## src/include/idc_consts.svh

```systemverilog
`ifndef IDC_CONSTS_SVH
`define IDC_CONSTS_SVH

// ------------------------------------------------------------
// Instruction word layout
// ------------------------------------------------------------
`define IDC_WORD_W          12
`define IDC_FADDR_W         7
`define IDC_FIELD_F_LSB     0
`define IDC_FIELD_F_MSB     4
`define IDC_FIELD_D_BIT     5
`define IDC_FIELD_B_LSB     5
`define IDC_FIELD_B_MSB     7
`define IDC_FIELD_K8_MSB    7
`define IDC_FIELD_K9_MSB    8

// ------------------------------------------------------------
// File addresses with side effects
// ------------------------------------------------------------
`define IDC_TIMER_ADDR      7'h01
`define IDC_PCL_ADDR        7'h02
`define IDC_TRISTATE_PORT   3'h6

// ------------------------------------------------------------
// Reset values and timing
// ------------------------------------------------------------
`define IDC_TIMEOUT_RESET   1'b1
`define IDC_PWRDN_RESET     1'b1
`define IDC_PERIODS_PER_CYC 4

`endif

```

## src/include/idc_pkg.sv

```systemverilog
`default_nettype none
package idc_pkg;
	typedef enum logic [4:0] {
		ALU_NONE, ALU_OR, ALU_AND, ALU_XOR, ALU_ADD, ALU_SUB, ALU_MOVE,
		ALU_COM, ALU_INC, ALU_DEC, ALU_RRC, ALU_RLC, ALU_SWAP,
		ALU_BCLR, ALU_BSET, ALU_ZERO, ALU_PASS_ACC, ALU_LIT
	} idc_alu_e;

	typedef enum logic [1:0] {SK_NONE, SK_ZERO, SK_BIT_CLR, SK_BIT_SET} idc_skip_e;

	typedef enum logic [2:0] {PC_INC, PC_GOTO, PC_CALL, PC_RET, PC_FILE} idc_pc_e;

	typedef struct packed {
		idc_alu_e    alu;
		idc_skip_e   skip;
		idc_pc_e     pc_op;
		logic        acc_write;
		logic        file_write;
		logic [6:0]  file_addr;
		logic [2:0]  bit_sel;
		logic [7:0]  bit_mask;
		logic [8:0]  literal;
		logic        use_literal;
		logic        upd_c;
		logic        upd_dc;
		logic        upd_z;
		logic        pc_bit9_clear;
		logic        sleep;
		logic        wdt_clear;
		logic        option_load;
		logic        tristate_load_op;
		logic        prescaler_clear;
	} idc_ctl_s;
endpackage
`default_nettype wire

```

## src/hw/idc_phase_gen.sv

```systemverilog
`timescale 1ns/1ns
`default_nettype none
`include "idc_consts.svh"
module idc_phase_gen #(
	parameter int PERIODS = `IDC_PERIODS_PER_CYC
) (
	input  wire logic mclk,
	input  wire logic rst_n,
	output var  logic cycle_start,
	output var  logic cycle_end
);
	localparam int CW = (PERIODS > 1) ? $clog2(PERIODS) : 1;

	logic [CW-1:0] cnt;
	logic [CW-1:0] next_cnt;
	logic          next_start;
	logic          next_end;

	// ------------------------------------------------------------
	// Oscillator period counter
	// ------------------------------------------------------------
	// Wraps every PERIODS clocks; start and end are registered pulses
	always_comb begin
		next_cnt   = (cnt == CW'(PERIODS - 1)) ? '0 : cnt + CW'(1);
		next_start = (next_cnt == '0);
		next_end   = (next_cnt == CW'(PERIODS - 1));
	end

	always_ff @(posedge mclk or negedge rst_n) begin
		if (!rst_n) begin
			cnt         <= '0;
			cycle_start <= 1'b0;
			cycle_end   <= 1'b0;
		end else begin
			cnt         <= next_cnt;
			cycle_start <= next_start;
			cycle_end   <= next_end;
		end
	end
endmodule
`default_nettype wire

```

## src/hw/idc_decoder.sv

```systemverilog
`timescale 1ns/1ns
`default_nettype none
`include "idc_consts.svh"
// Functional notes
// - One 12-bit word, opcode plus operand fields
// - Destination bit 0 writes accumulator, 1 file
// - Bit field selects one of eight bits
// - Literal is 8 or 9 bits wide
// - File address spans 0x00 to 0x1F
// - One cycle; two on skip or branch
// - Instruction cycle is four clock periods
// - Nibble 0001: or, and, xor, add
// - Nibble 0010: move, complement, increment, decrement-skip
// - Nibble 0011: rotates, swap, increment-skip
// - Nibbles 0100-0111: bit clear/set/test-skip
// - Test-skip-if-set skips when bit is one
// - Nibbles 1100-1111: literal move, or, and, xor
// - Nibble 1000 returns with literal, two cycles
// - Standby word updates timeout and powerdown bits
// - Program counter writes except goto clear bit9
// - Met skip discards prefetched word, runs nop
// - Tristate load port six copies accumulator
// - Timer write clears prescaler when assigned
module idc_decoder (
	input  wire logic            mclk,
	input  wire logic            rst_n,
	input  wire logic [11:0]     instr_word,
	input  wire logic            file_bit_value,
	input  wire logic            alu_zero,
	input  wire logic            prescaler_on_timer,
	output var  idc_pkg::idc_ctl_s ctl,
	output var  logic            discard,
	output var  logic            timeout_status_bit,
	output var  logic            powerdown_status_bit,
	output logic                 cycle_start,
	output logic                 cycle_end
);
	import idc_pkg::*;

	typedef enum logic {ST_RUN, ST_FLUSH} idc_state_e;

	idc_state_e state;
	idc_state_e next_state;
	idc_ctl_s   next_ctl;
	logic       next_discard;
	logic       next_timeout;
	logic       next_powerdown;
	logic       skip_met;

	// ------------------------------------------------------------
	// Instruction cycle timing
	// ------------------------------------------------------------
	// Four clock periods per instruction cycle
	idc_phase_gen #(.PERIODS(`IDC_PERIODS_PER_CYC)) u_idc_phase_gen (
		.mclk        (mclk),
		.rst_n       (rst_n),
		.cycle_start (cycle_start),
		.cycle_end   (cycle_end)
	);

	// ------------------------------------------------------------
	// Word decode
	// ------------------------------------------------------------
	function automatic idc_ctl_s decode(input logic [11:0] w, input logic psc_tmr);
		idc_ctl_s c;
		logic     wr_f;
		c = '0;
		c.file_addr = {2'b00, w[`IDC_FIELD_F_MSB:`IDC_FIELD_F_LSB]};
		c.bit_sel   = w[`IDC_FIELD_B_MSB:`IDC_FIELD_B_LSB];
		c.bit_mask  = 8'h01 << c.bit_sel;
		c.literal   = {1'b0, w[`IDC_FIELD_K8_MSB:0]};
		c.file_write = w[`IDC_FIELD_D_BIT];
		c.acc_write  = !w[`IDC_FIELD_D_BIT];
		casez (w)
		12'b0000_0000_0000: c.acc_write = 1'b0;
		12'b0000_0000_0010: begin
			c.option_load = 1'b1;
			c.acc_write   = 1'b0;
		end
		12'b0000_0000_0011: begin
			c.sleep     = 1'b1;
			c.acc_write = 1'b0;
		end
		12'b0000_0000_0100: begin
			c.wdt_clear = 1'b1;
			c.acc_write = 1'b0;
		end
		12'b0000_0000_0???: begin
			c.tristate_load_op = (w[2:0] == `IDC_TRISTATE_PORT);
			c.acc_write = 1'b0;
		end
		12'b0000_001?_????: begin
			c.alu        = ALU_PASS_ACC;
			c.file_write = 1'b1;
			c.acc_write  = 1'b0;
		end
		12'b0000_0100_0000: begin
			c.alu   = ALU_ZERO;
			c.upd_z = 1'b1;
		end
		12'b0000_011?_????: begin
			c.alu        = ALU_ZERO;
			c.upd_z      = 1'b1;
			c.file_write = 1'b1;
			c.acc_write  = 1'b0;
		end
		12'b0000_10??_????: begin
			c.alu = ALU_SUB;
			{c.upd_c, c.upd_dc, c.upd_z} = 3'b111;
		end
		12'b0000_11??_????: begin
			c.alu   = ALU_DEC;
			c.upd_z = 1'b1;
		end
		12'b0001_????_????: begin
			c.alu    = w[7] ? (w[6] ? ALU_ADD : ALU_XOR) : (w[6] ? ALU_AND : ALU_OR);
			c.upd_z  = 1'b1;
			c.upd_c  = (w[7:6] == 2'b11);
			c.upd_dc = (w[7:6] == 2'b11);
		end
		12'b0010_????_????: begin
			c.alu   = w[7] ? (w[6] ? ALU_DEC : ALU_INC) : (w[6] ? ALU_COM : ALU_MOVE);
			c.upd_z = (w[7:6] != 2'b11);
			c.skip  = (w[7:6] == 2'b11) ? SK_ZERO : SK_NONE;
		end
		12'b0011_????_????: begin
			c.alu   = w[7] ? (w[6] ? ALU_INC : ALU_SWAP) : (w[6] ? ALU_RLC : ALU_RRC);
			c.upd_c = !w[7];
			c.skip  = (w[7:6] == 2'b11) ? SK_ZERO : SK_NONE;
		end
		12'b01??_????_????: begin
			c.acc_write  = 1'b0;
			c.file_write = !w[9];
			c.alu        = w[9] ? ALU_NONE : (w[8] ? ALU_BSET : ALU_BCLR);
			c.skip       = w[9] ? (w[8] ? SK_BIT_SET : SK_BIT_CLR) : SK_NONE;
		end
		12'b1000_????_????: begin
			c.alu = ALU_LIT;
			c.use_literal = 1'b1;
			c.pc_op       = PC_RET;
			c.file_write  = 1'b0;
			c.acc_write   = 1'b1;
		end
		12'b1001_????_????: begin
			c.pc_op      = PC_CALL;
			c.file_write = 1'b0;
			c.acc_write  = 1'b0;
		end
		12'b101?_????_????: begin
			c.pc_op      = PC_GOTO;
			c.literal    = w[`IDC_FIELD_K9_MSB:0];
			c.file_write = 1'b0;
			c.acc_write  = 1'b0;
		end
		12'b11??_????_????: begin
			c.alu = w[9] ? (w[8] ? ALU_XOR : ALU_AND) : (w[8] ? ALU_OR : ALU_LIT);
			c.use_literal = 1'b1;
			c.upd_z       = (w[9:8] != 2'b00);
			c.file_write  = 1'b0;
			c.acc_write   = 1'b1;
		end
		default: begin
			c.file_write = 1'b0;
			c.acc_write  = 1'b0;
		end
		endcase
		// Writes back to the timer or the low program counter carry side effects
		wr_f = c.file_write;
		c.prescaler_clear = wr_f && psc_tmr && (c.file_addr == `IDC_TIMER_ADDR);
		if (wr_f && (c.file_addr == `IDC_PCL_ADDR)) begin
			c.pc_op = PC_FILE;
		end
		c.pc_bit9_clear = (c.pc_op == PC_CALL) || (c.pc_op == PC_RET) ||
			(c.pc_op == PC_FILE);
		return c;
	endfunction

	// ------------------------------------------------------------
	// Skip and branch sequencing
	// ------------------------------------------------------------
	// Skip tests are sampled at cycle end, after the datapath settles
	always_comb begin
		case (ctl.skip)
		SK_ZERO:    skip_met = alu_zero;
		SK_BIT_CLR: skip_met = !file_bit_value;
		SK_BIT_SET: skip_met = file_bit_value;
		default:    skip_met = 1'b0;
		endcase
	end

	// Decode latches at cycle start; a flushed slot decodes as nop
	always_comb begin
		next_ctl       = ctl;
		next_state     = state;
		next_discard   = discard;
		next_timeout   = timeout_status_bit;
		next_powerdown = powerdown_status_bit;
		if (cycle_start) begin
			next_ctl = (state == ST_FLUSH) ? decode(12'h000, 1'b0)
				: decode(instr_word, prescaler_on_timer);
		end
		if (cycle_end) begin
			case (state)
			ST_RUN: begin
				if (skip_met || (ctl.pc_op != PC_INC)) begin
					next_state   = ST_FLUSH;
					next_discard = 1'b1;
				end
			end
			ST_FLUSH: begin
				next_state   = ST_RUN;
				next_discard = 1'b0;
			end
			default: next_state = ST_RUN;
			endcase
			if (ctl.sleep) begin
				next_timeout   = 1'b1;
				next_powerdown = 1'b0;
			end else if (ctl.wdt_clear) begin
				next_timeout   = 1'b1;
				next_powerdown = 1'b1;
			end
		end
	end

	always_ff @(posedge mclk or negedge rst_n) begin
		if (!rst_n) begin
			ctl                  <= '0;
			state                <= ST_RUN;
			discard              <= 1'b0;
			timeout_status_bit   <= `IDC_TIMEOUT_RESET;
			powerdown_status_bit <= `IDC_PWRDN_RESET;
		end else begin
			ctl                  <= next_ctl;
			state                <= next_state;
			discard              <= next_discard;
			timeout_status_bit   <= next_timeout;
			powerdown_status_bit <= next_powerdown;
		end
	end
endmodule
`default_nettype wire

```

## config.mk

```make
export PLATFORM = sky130hd
export DESIGN_NAME = idc_decoder
export DESIGN_NICKNAME = d
export VERILOG_FILES = /design/src/include/idc_pkg.sv /design/src/hw/idc_phase_gen.sv /design/src/hw/idc_decoder.sv
export VERILOG_INCLUDE_DIRS = /design/src /design/src/include
export SDC_FILE = /design/constraint.sdc
export NUM_CORES = 1
export LEC_CHECK = 0
export ABC_AREA = 1
export BUFFER_PORTS_ARGS = -buffer_cell sky130_fd_sc_hd__clkbuf_2
export CORE_MARGIN = 2
export CORE_UTILIZATION = 33
export CTS_BUF_LIST = sky130_fd_sc_hd__clkbuf_8
export CTS_CLUSTER_DIAMETER = 30
export DETAILED_ROUTE_END_ITERATION = 10
export SLEW_MARGIN = 10
export SYNTH_ARGS = -nofsm -noshare
export SYNTH_HDL_FRONTEND = slang
export SYNTH_SLANG_ARGS = --single-unit
```

## constraint.sdc

```tcl
create_clock -name mclk -period 2.6 [get_ports mclk]
set_input_delay 0.65 -clock mclk [delete_from_list [all_inputs] [get_ports mclk]]
set_output_delay 0.65 -clock mclk [all_outputs]
set_load 0.01 [all_outputs]
```

Word-level counts from Yosys, hierarchy flattened
Index checks and enable logic that the tools add are counted.
{ "word_totals": {"inputBits": 17, "output_inout_bits": 54, "register_bits": 57, "wordCells": 140} }
{ "classes": {"n_reduce_logical": 26, "eq_ne": 30, "shifts": 1, "n_mux": 55, "bitwise": 1, "addsub": 1} }
{ "ops": {"columns": ["operator", "n"], "rows": [
  ["case mux 5 bit (10 select lines)", 1],
  ["2-to-1 mux 49 bit", 1],
  ["equality test 12 x 2 -> 1 bit (second input constant)", 2],
  ["2-to-1 mux 1 bit", 24],
  ["2-to-1 mux 3 bit", 6],
  ["2-to-1 mux 9 bit", 2],
  ["2-to-1 mux 5 bit", 3],
  ["equality test 12 x 3 -> 1 bit (second input constant)", 1],
  ["equality test 12 x 7 -> 1 bit (second input constant)", 1],
  ["equality test 2 bit (second input constant)", 6],
  ["equality test 6 x 2 -> 1 bit (second input constant)", 2],
  ["zero test 12 bit", 1],
  ["2-to-1 mux 2 bit", 6],
  ["case mux 1 bit (3 select lines)", 4],
  ["equality test 3 bit (second input constant)", 3],
  ["zero test 9 bit", 1],
  ["equality test 4 x 2 -> 1 bit (second input constant)", 2],
  ["equality test 4 bit (second input constant)", 2],
  ["2-to-1 mux 4 bit", 2],
  ["case mux 1 bit (2 select lines)", 4],
  ["OR reduction 2 bit", 4],
  ["left shift 1 x 3 -> 8 bit (first input constant)", 1],
  ["equality test 7 x 1 -> 1 bit (second input constant)", 1],
  ["equality test 7 x 2 -> 1 bit (second input constant)", 1],
  ["21 further kinds", 33]
]} }

Longest topological paths before layout
Gate-level depths: netlist of run 1.
{ "logic_depth": {"depth_word": 12, "depth_mapped": 10, "ltp_nobuf": 10} }

Hierarchy
From an unflattened synthesis of run 1, not the netlist that was laid out.
{ "unflattened": {"hier_cells": 287, "area_unflattened_um2": 2357.3} }
{ "modules_own_cells": {"columns": ["mod", "cells_each", "seq_area_each_um2", "n_inst", "area_per_inst_um2"], "rows": [
  ["idc_decoder", 277, 1052.3, 1, 2208.4],
  ["idc_phase_gen", 10, 100.1, 1, 148.9]
]} }

Worst setup path before layout of run 1
Ideal clock, no wire load.
{ "synth_path": {"path_kind": "input to register", "startpoint": "input port instr_word[6]", "endpoint": "register ctl[42] (netlist bit)", "required_time_ns": 2.479, "path_slack_ns": 0.962, "setup_time_ns": 0.121, "t_arrival_ns": 1.517, "n_path_buf": 1, "path_stages": 7, "path_cell_list": "inv_1 > ha_1 > nand2_1 > nor2_2 > a21oi_2 > buf_6 > a22o_1"} }
{ "synth_between": {"elab_chain_len": 5, "word_cells_on_any_way": 10, "classes_between": "eq/ne (4); mux (4); reduce/logical (2)"} }
{ "synth_rtl": {"columns": ["element", "line_no", "source"], "rows": [
  ["start, declared", "idc_decoder.sv:27", "input wire logic [11:0] instr_word,"],
  ["equality test 2 bit", "idc_decoder.sv:124, idc_decoder.sv:129", null],
  ["2-to-1 mux 1 bit", "idc_decoder.sv:124, idc_decoder.sv:129", null],
  ["case mux 2 bit (2 select lines)", "idc_decoder.sv:74", "casez (w)"],
  ["2-to-1 mux 2 bit *", "idc_decoder.sv:74", null],
  ["2-to-1 mux 49 bit *", "idc_decoder.sv:199", "next_ctl = (state == ST_FLUSH) ? decode(12'h000, 1'b0)"],
  ["end signal, assigned", "idc_decoder.sv:234", "ctl <= next_ctl;"],
  ["end, declared", "idc_decoder.sv:31", "output var idc_pkg::idc_ctl_s ctl,"]
]} }
Every way passes the cells marked *; elsewhere a longest branch is shown, timed or not.
A chain may end at the register's enable or synchronous reset.

Final worst setup path of run 1
{ "layout_path": {"startpoint": "input port instr_word[7]", "endpoint": "register ctl[43] (netlist bit)"} }
{ "layout_between": {"elab_chain_len": 4, "word_cells_on_any_way": 7, "classes_between": "eq/ne (3); mux (2); reduce/logical (2)"} }
{ "layout_rtl": {"columns": ["element", "line_no"], "rows": [
  ["equality test 12 x 3 -> 1 bit, or another cell as far along", "idc_decoder.sv:74"],
  ["OR reduction 4 bit (no source line) *", null],
  ["2-to-1 mux 2 bit *", "idc_decoder.sv:74"],
  ["2-to-1 mux 49 bit *", "idc_decoder.sv:199"]
]} }
Marked as above.

==> metrics.csv, run 1 <==
metric;value;unit
status;finished, final reports clean;
antenna_found_initial;0;
clk_pin_slew;0.09;ns
setup_violations;0;
wl_met2;3020;µm
grt_pass1_wl;10300;µm
initialDrtViolationCount;79;
grt_setup_unrepaired;false;
final_hold_viol_count;0;
vias;2131;
clk_path_buf_depth;2;
wire_per_inst;14.2;µm
core_area;7140;µm²
setup_tns;0;ns
critPathKind;primary input to flip-flop;
dieArea;7950;µm²
num_rows;31;
crit_fanout;12;
fin_crit_sh;0.710;
utilization;0.402;
instances_no_fill;449;
grt_overflow_total;0;
postCtsHoldBufs;0;
track_usage;0.171;
tightest_slew;0.524;ns
antenna_left;0;
io_buffer_count;67;
top_layer;met4;
syn_inst;286;
hold_path.class;primary input to async pin;
wl_met3;276;µm
cts_setup_buffers;0;
p_leak;1.58;nW
fill_cells;801;
die_w;89.2;µm
vias_per_cell;4.75;
gp_congestion;0.910;
cts_root_buffer;clkbuf_8;
slew_headroom;0.651;
die_y;89.2;µm
placedCellCount;441;
syn-cell-area;2390;µm²
drc;0;
cts_inserted_buffers;5;
cts-resized-gates;0;
wl;6370;µm
cts_tree;done;
synth.avg_cell_area;8.37;µm²
antenna_cells;0;
firstDrtPassIters;4;
start_util;0.336;
ir_drop;176;µV
drv_slew;0;
ys.warnings.count;0;
fin_skew;0.00824;ns
drive_gt1_frac;0.271;
fin_crit;1.85;ns
numClockSinks;46;
synth.yosys.seq_area_share;0.481;
grt_max_degree;39;
fmax;541;MHz
dp_hpwl;4830;µm
grt_pass1_vias;2080;
cts.htree.levels;2;
area_growth;19.7;%
yosysUniqueCellTypes;34;
arrival;2.07;ns
end_kind;flip-flop;
drv_cap;0;
wl_met1;2950;µm
powerDensity;525;nW/µm²
cp_data_required_time;2.82;ns
io-pin-count;71;
synth-seq-cells;46;
clk_latency;0.30;ns
fin_nets;373;
startpoint_type;primary input;
whs;0.188;ns
cell usage after synthesis (all sizes together):
library cell   n  share of area
clkbuf         2         0.0031
o21ai         27          0.056
o31ai          3         0.0094
a21o           1         0.0031
o22ai          4          0.010
buf           14          0.043
a22o           2         0.0073
inv           27          0.044
nor2          23          0.051
dfstp          1          0.011
a32o           2         0.0084
nand2         89           0.15
nand4          4          0.010
o21a           1         0.0063
a21boi         1         0.0031
o211ai         3         0.0094
conb           2         0.0031
nand3b         1         0.0047
a21oi          8          0.018
ha             7          0.037
dfrtp         45           0.47
nand3         16          0.036
nor3           3         0.0063
where the power goes:
group / switching [mW] / total, mW / internal [mW]
logic: 0.155 / 0.249 / 0.0941
registers: 0.0358 / 0.799 / 0.763
clock network: 0.245 / 0.456 / 0.211
total: 0.436 / 1.50 / 1.07
layer usage:
layer,up-vias,track usage
li1,1048,-
met1,1019,0.227
met2,50,0.276
met3,14,0.0406
met4,0,0.0570
met5,-,0
layout by cell type, fill, tap and decap left out, drive strengths merged:
cell type   n
nand2      89
clkbuf     73
dfrtp      45
inv        28
o21ai      27
nor2       23
nand3      16
a21oi       8
ha          7
nand4       4
o22ai       4
buf         4
o211ai      3
o31ai       3
nor3        3
conb        3
a32o        2
a22o        2
o21a        1
a21boi      1
a21o        1
nand3b      1
clkinv      1
dfstp       1
final cells by class:
| cell class | count | area [µm²] | area share |
|---|---|---|---|
| Tap cell | 99 | 124 | 0.0432 |
| Inverter | 27 | 106 | 0.0371 |
| Clock buffer | 6 | 82.6 | 0.0288 |
| Sequential cell | 46 | 1150 | 0.402 |
| Timing Repair Buffer | 71 | 365 | 0.127 |
| Clock inverter | 2 | 8.76 | 0.00305 |
| Multi-Input combinational cell | 198 | 1030 | 0.359 |
final timing paths:
path / start / endpoint / slack (ns) / cells past startpoint
max: instr_word[7] / ctl[43] / 0.75 / 8
min: rst_n / ctl[13] / 0.19 / 1
max reg2reg: u_idc_phase_gen.cycle_start / ctl[43] / 0.91 / 6
min reg2reg: ctl[48] / ctl[48] / 0.49 / 2
max in group asynchronous: rst_n / ctl[20] / 1.88 / 2
min in group mclk: ctl[48] / ctl[48] / 0.49 / 2
critical path: stages:
cell,delay (ns)
clkbuf_2,0.18
inv_1,0.15
ha_1,0.21
nand2_1,0.08
nor2_2,0.06
a21oi_2,0.43
inv_1,0.11
o31ai_1,0.20
sequential cells by signal, summed over array words and instances (netlist names):
| register | count |
|---|---|
| u_idc_phase_gen.cnt | 2 |
| powerdown_status_bit | 1 |
| u_idc_phase_gen.cycle_end | 1 |
| ctl | 39 |
| u_idc_phase_gen.cycle_start | 1 |
| discard | 1 |
| state | 1 |
per-stage QoR:
stage	power [mW]	worst slack [ns]	area [µm²]
final	1.50	0.753	2870
after global placement	1.06	0.453	2780
after floorplan	0.959	0.962	2400
after CTS	1.52	0.726	2870
after detailed placement	1.07	0.400	2780
after global routing	1.59	0.553	2870
cells by family after synthesis:
logic type      after synthesis  synth area share
compound gates               52             0.132
flops                        46             0.481
simple gates                136             0.256
fa+ha+maj                     7            0.0366
buf+inv                      43            0.0909
other cells                   2           0.00314
Note: power is estimated with default switching activity, not from simulation.
==> inputs of run 2 (changes only) <==
clock period = 1.5 ns   (was 2.6 ns; I/O delays follow)
==> metrics.csv, run 2 (synthesis results as in run 1) <==
metric;value;unit
status;finished, final reports clean;
fin_crit_sh;0.899;
io_buffer_count;67;
dieArea;7950;µm²
track_usage;0.170;
final_hold_viol_count;0;
cts-resized-gates;0;
largest_register_ffs;39;
vias_per_cell;4.55;
design_area;3140;µm²
placedCellCount;473;
cp_data_required_time;1.74;ns
r2r-end;ctl[44];
ir_drop;352;µV
firstDrtPassIters;4;
fin_skew;0.0114;ns
cts.htree.levels;2;
reg2regPathDepth;6;
drc;0;
grt_pass1_vias;2139;
register_area;1150;µm²
postCtsHoldBufs;0;
start_util;0.336;
layout_commonest_cell;nand2_1;
clk_pin_slew;0.09;ns
grt_max_degree;47;
drv_slew;0;
grt_overflow_total;0;
numClockSinks;46;
fin_crit;1.35;ns
clk_latency;0.30;ns
clk_path_buf_depth;2;
wire_per_inst;13.4;µm
cts_setup_buffers;0;
fill_cells;755;
reg_top3;ctl x39, u_idc_phase_gen.cnt x2;
end_kind;flip-flop;
gp_congestion;0.919;
powerDensity;881;nW/µm²
grt_setup_unrepaired;false;
wl;6430;µm
cts_tree;done;
grt_pass1_wl;10400;µm
hold_path.class;primary input to async pin;
final_cell_mix;85 x nand2_1, 67 x clkbuf_2, 45 x dfrtp_1, 35 x buf_4, 27 x o21ai_0;
reg2reg_slack;0.15;ns
num_rows;31;
critPathKind;flip-flop to flip-flop;
antenna_found_initial;0;
top_register;ctl;
arrival;1.59;ns
cts_inserted_buffers;5;
setup_violations;0;
initialDrtViolationCount;136;
antenna_left;0;
core_area;7140;µm²
die_y;89.2;µm
whs;0.0465;ns
crit_fanout;7;
antenna_cells;0;
die_w;89.2;µm
drv_cap;0;
instances_no_fill;481;
io-pin-count;71;
area_growth;31.2;%
dp_hpwl;5000;µm
r2r_start;state;
cts_root_buffer;clkbuf_8;
place_area;3030;µm²
vias;2190;
multiInputGateArea;1040;µm²
startpoint_type;flip-flop;
p_leak;1.75;nW
drive_gt1_frac;0.330;
fmax;742;MHz
fin_nets;405;
## run 2: area by class of cell
type,count,area share
clock buffer,5,0.0219
clock inverter,3,0.0119
inverter,27,0.0338
multi-input combinational,198,0.330
sequential,46,0.367
tap,99,0.0394
timing repair buffer,103,0.197
## run 2: worst max-delay path by stage
stage	startpoint	to	cells past startpoint
floorplan	instr_word[6]	ctl[42]	7
global route	state	ctl[45]	6
global placement	instr_word[9]	ctl[44]	9
finish	state	ctl[44]	6
detailed placement	instr_word[9]	ctl[44]	9
CTS	state	ctl[44]	6
## run 2: critical path, stage by stage (launching register included)
cell and delay [ns]:
dfrtp_1 0.47, nor2_8 0.19, inv_1 0.11, a21oi_4 0.20
buf_4 0.18, nand3_1 0.08, nand2_1 0.06
## run 2: where the power goes
| part | leakage [nW] | switching, mW | internal [mW] |
|---|---|---|---|
| clock | 0.0607 | 0.414 | 0.485 |
| sequential | 0.604 | 0.0601 | 1.32 |
| combinational | 1.08 | 0.279 | 0.207 |
| total | 1.75 | 0.754 | 2.02 |
## run 2: through the flow
step | power (mW) | TNS (ns) | setup slack [ns] | util
global route | 2.93 | 0 | 0.0466 | 0.440
CTS | 2.81 | 0 | 0.0771 | 0.439
detailed placement | 1.90 | -1.27 | -0.144 | 0.424
floorplan | 1.66 | 0 | 0.137 | -
global placement | 1.89 | -0.903 | -0.121 | 0.424
finish | 2.77 | 0 | 0.151 | 0.440
## run 2: routing by layer
layer,vias to the layer above,GRT usage,wire (µm)
met3,7,0.0351,283
met2,52,0.288,3090
li1,1106,-,-
met4,0,0.0366,53
met1,1025,0.226,3000
met5,-,0,0
==> inputs of run 3 (changes only) <==
--- a/config.mk
+++ b/config.mk
@@ -8,4 +8,4 @@
 export LEC_CHECK = 0
-export ABC_AREA = 1
 export BUFFER_PORTS_ARGS = -buffer_cell sky130_fd_sc_hd__clkbuf_2
+export CORE_ASPECT_RATIO = 1.25
 export CORE_MARGIN = 2
--- a/constraint.sdc
+++ b/constraint.sdc
@@ -3,2 +3,2 @@
 set_output_delay 0.375 -clock mclk [all_outputs]
-set_load 0.01 [all_outputs]
+set_load 0.005 [all_outputs]
==> metrics.csv, run 3 <==
metric;value;unit
die_y;101;µm
cts.htree.levels;2;
grt_overflow_total;0;
dp_slack;-0.435;ns
arrival;1.75;ns
io_buffer_count;67;
cp_cell_sequence;clkbuf_16 -> clkinv_8 -> ha_4 -> or4b_4 -> or3_1 -> o311a_1 -> o2bb2ai_1;
dieArea;8300;µm²
fin_crit;1.52;ns
status;finished with violations;
end_kind;flip-flop;
fill_cells;731;
design_area;3430;µm²
async_flop_share;1.00;
place_area;3220;µm²
clk_latency;0.30;ns
crit_fanout;3;
fin_crit_sh;1.01;
critPathKind;primary input to flip-flop;
num_rows;35;
reg_top3;ctl x39, u_idc_phase_gen.cnt x2;
cts_tree;done;
r2r-end;ctl[6];
cts_inserted_buffers;5;
placedCellCount;439;
numClockSinks;46;
synth_common_cells;45 x dfrtp_1, 25 x inv_1, 22 x o21ai_0;
slowest_stage;or4b_4;
synthAdderAreaFrac;0.0350;
utilization;0.466;
grt_max_degree;47;
cts_root_buffer;clkbuf_8;
synth_xor_xnor_area_share;0.00350;
hold_path.class;primary input to async pin;
top_register;ctl;
final_hold_viol_count;0;
fin_skew;0.00744;ns
syn-cell-area;2500;µm²
clk_pin_slew;0.10;ns
postCtsHoldBufs;0;
final_cell_mix;64 x clkbuf_2, 46 x buf_4, 45 x dfrtp_1, 23 x inv_1, 22 x o21ai_0;
synth.yosys.seq_area_share;0.461;
powerDensity;803;nW/µm²
synth_top_family_by_area;compound AO/OA/AOI/OAI gates;
synth.avg_cell_area;9.62;µm²
antenna_left;0;
syn_inst;260;
synth-edff-count;0;
yosysUniqueCellTypes;56;
wire_per_inst;15.7;µm
p_total;2.75;mW
area_growth;37.0;%
io-pin-count;71;
setup_slack;-0.0203;ns
dp_hpwl;5450;µm
antenna_found_initial;0;
wl;7080;µm
cp_data_required_time;1.73;ns
synthSimpleGateAreaFrac;0.173;
setup_tns;-0.0261;ns
startpoint_type;primary input;
clk_path_buf_depth;2;
synth-seq-cells;46;
grt_pass1_vias;2260;
drv_slew;0;
failed_checks;negative setup slack;
start_util;0.340;
yosysMostFrequentCell;dfrtp_1;
synth-compound-area-share;0.198;
firstDrtPassIters;4;
cp_num_buf_inv;2;
grt_setup_unrepaired;true;
setup_violations;2;
ys.flop_type;dfrtp_1;
whs;0.0473;ns
fmax;658;MHz
synthMuxAreaShare;0.0260;
core_area;7360;µm²
drc;0;
antenna_cells;0;
fin_nets;382;
max_stage_delay;0.48;ns
grt_pass1_wl;11700;µm
gp_congestion;0.889;
ys.warnings.count;0;
largest_register_ffs;39;
r2r_start;state;
yosys.area.top_type;dfrtp_1;
initialDrtViolationCount;129;
reg2reg_slack;0.04;ns
synth_area_leaders;dfrtp_1 45%, o21ai_0 4.4%, inv_1 3.8%;
vias;2228;
vias_per_cell;4.94;
layout_commonest_cell;clkbuf_2;
p_leak;1.63;nW
track_usage;0.184;
drv_cap;0;
cp_top_family;simple AND/OR/NAND/NOR gates;
drive_gt1_frac;0.418;
ir_drop;351;µV
instances_no_fill;451;
yosys.area.top_type_share;0.450;
reg2regPathDepth;5;
die_w;81.9;µm
[run 3: report_power, final]
part,internal (mW),total [mW],switching (mW)
Combinational,0.291,0.571,0.281
Sequential,1.32,1.39,0.0627
Clock,0.329,0.792,0.463
[run 3: final cells by class]
type	count	area, µm²	area share
clock inverters	3	21.3	0.00621
well taps	92	115	0.0336
inverters	26	113	0.0329
multi-input cells	162	1180	0.346
flip-flops and latches	46	1150	0.336
clock buffers	5	68.8	0.0201
repair buffers	117	772	0.225
[run 3: kinds of logic after synthesis]
kind of cell / after synthesis
flops: 46
simple gates: 77
other cells: 2
buf+inv: 53
mux: 6
fa+ha+maj: 7
compound gates: 68
xor+xnor: 1
[run 3: how the worst max path moves through the flow]
| stage | end | startpoint | slack [ns] | cells after the start |
|---|---|---|---|---|
| 2_1_floorplan | ctl[38] | instr_word[7] | -0.26 | 7 |
| 3_3_place_gp | ctl[44] | instr_word[7] | -0.37 | 7 |
| 3_5_place_dp | ctl[44] | instr_word[6] | -0.44 | 6 |
| 4_1_cts | ctl[38] | instr_word[7] | -0.03 | 7 |
| 5_1_grt | ctl[44] | instr_word[7] | -0.06 | 7 |
| 6_report | ctl[38] | instr_word[7] | -0.02 | 7 |
[run 3: worst reg2reg max path, stage by stage, from the launching register on]
cell	delay (ns)
dfrtp_1	0.43
nand2b_1	0.21
a41oi_4	0.31
buf_4	0.19
o21ai_0	0.13
o221ai_1	0.10
[run 3: per-layer routing]
layer / global-route usage / part of all wire
met5: 0 / 0
met4: 0.0564 / 0.011
met3: 0.0232 / 0.041
met2: 0.306 / 0.51
met1: 0.248 / 0.44
[run 3: what timing repair did]
item                                    4_1_cts  5_1_grt
pin swaps                                     4        4
endpoints found under the setup margin        8        8
gates cloned                                  0        0
gates resized for setup                       9        8
setup buffers                                 2        2
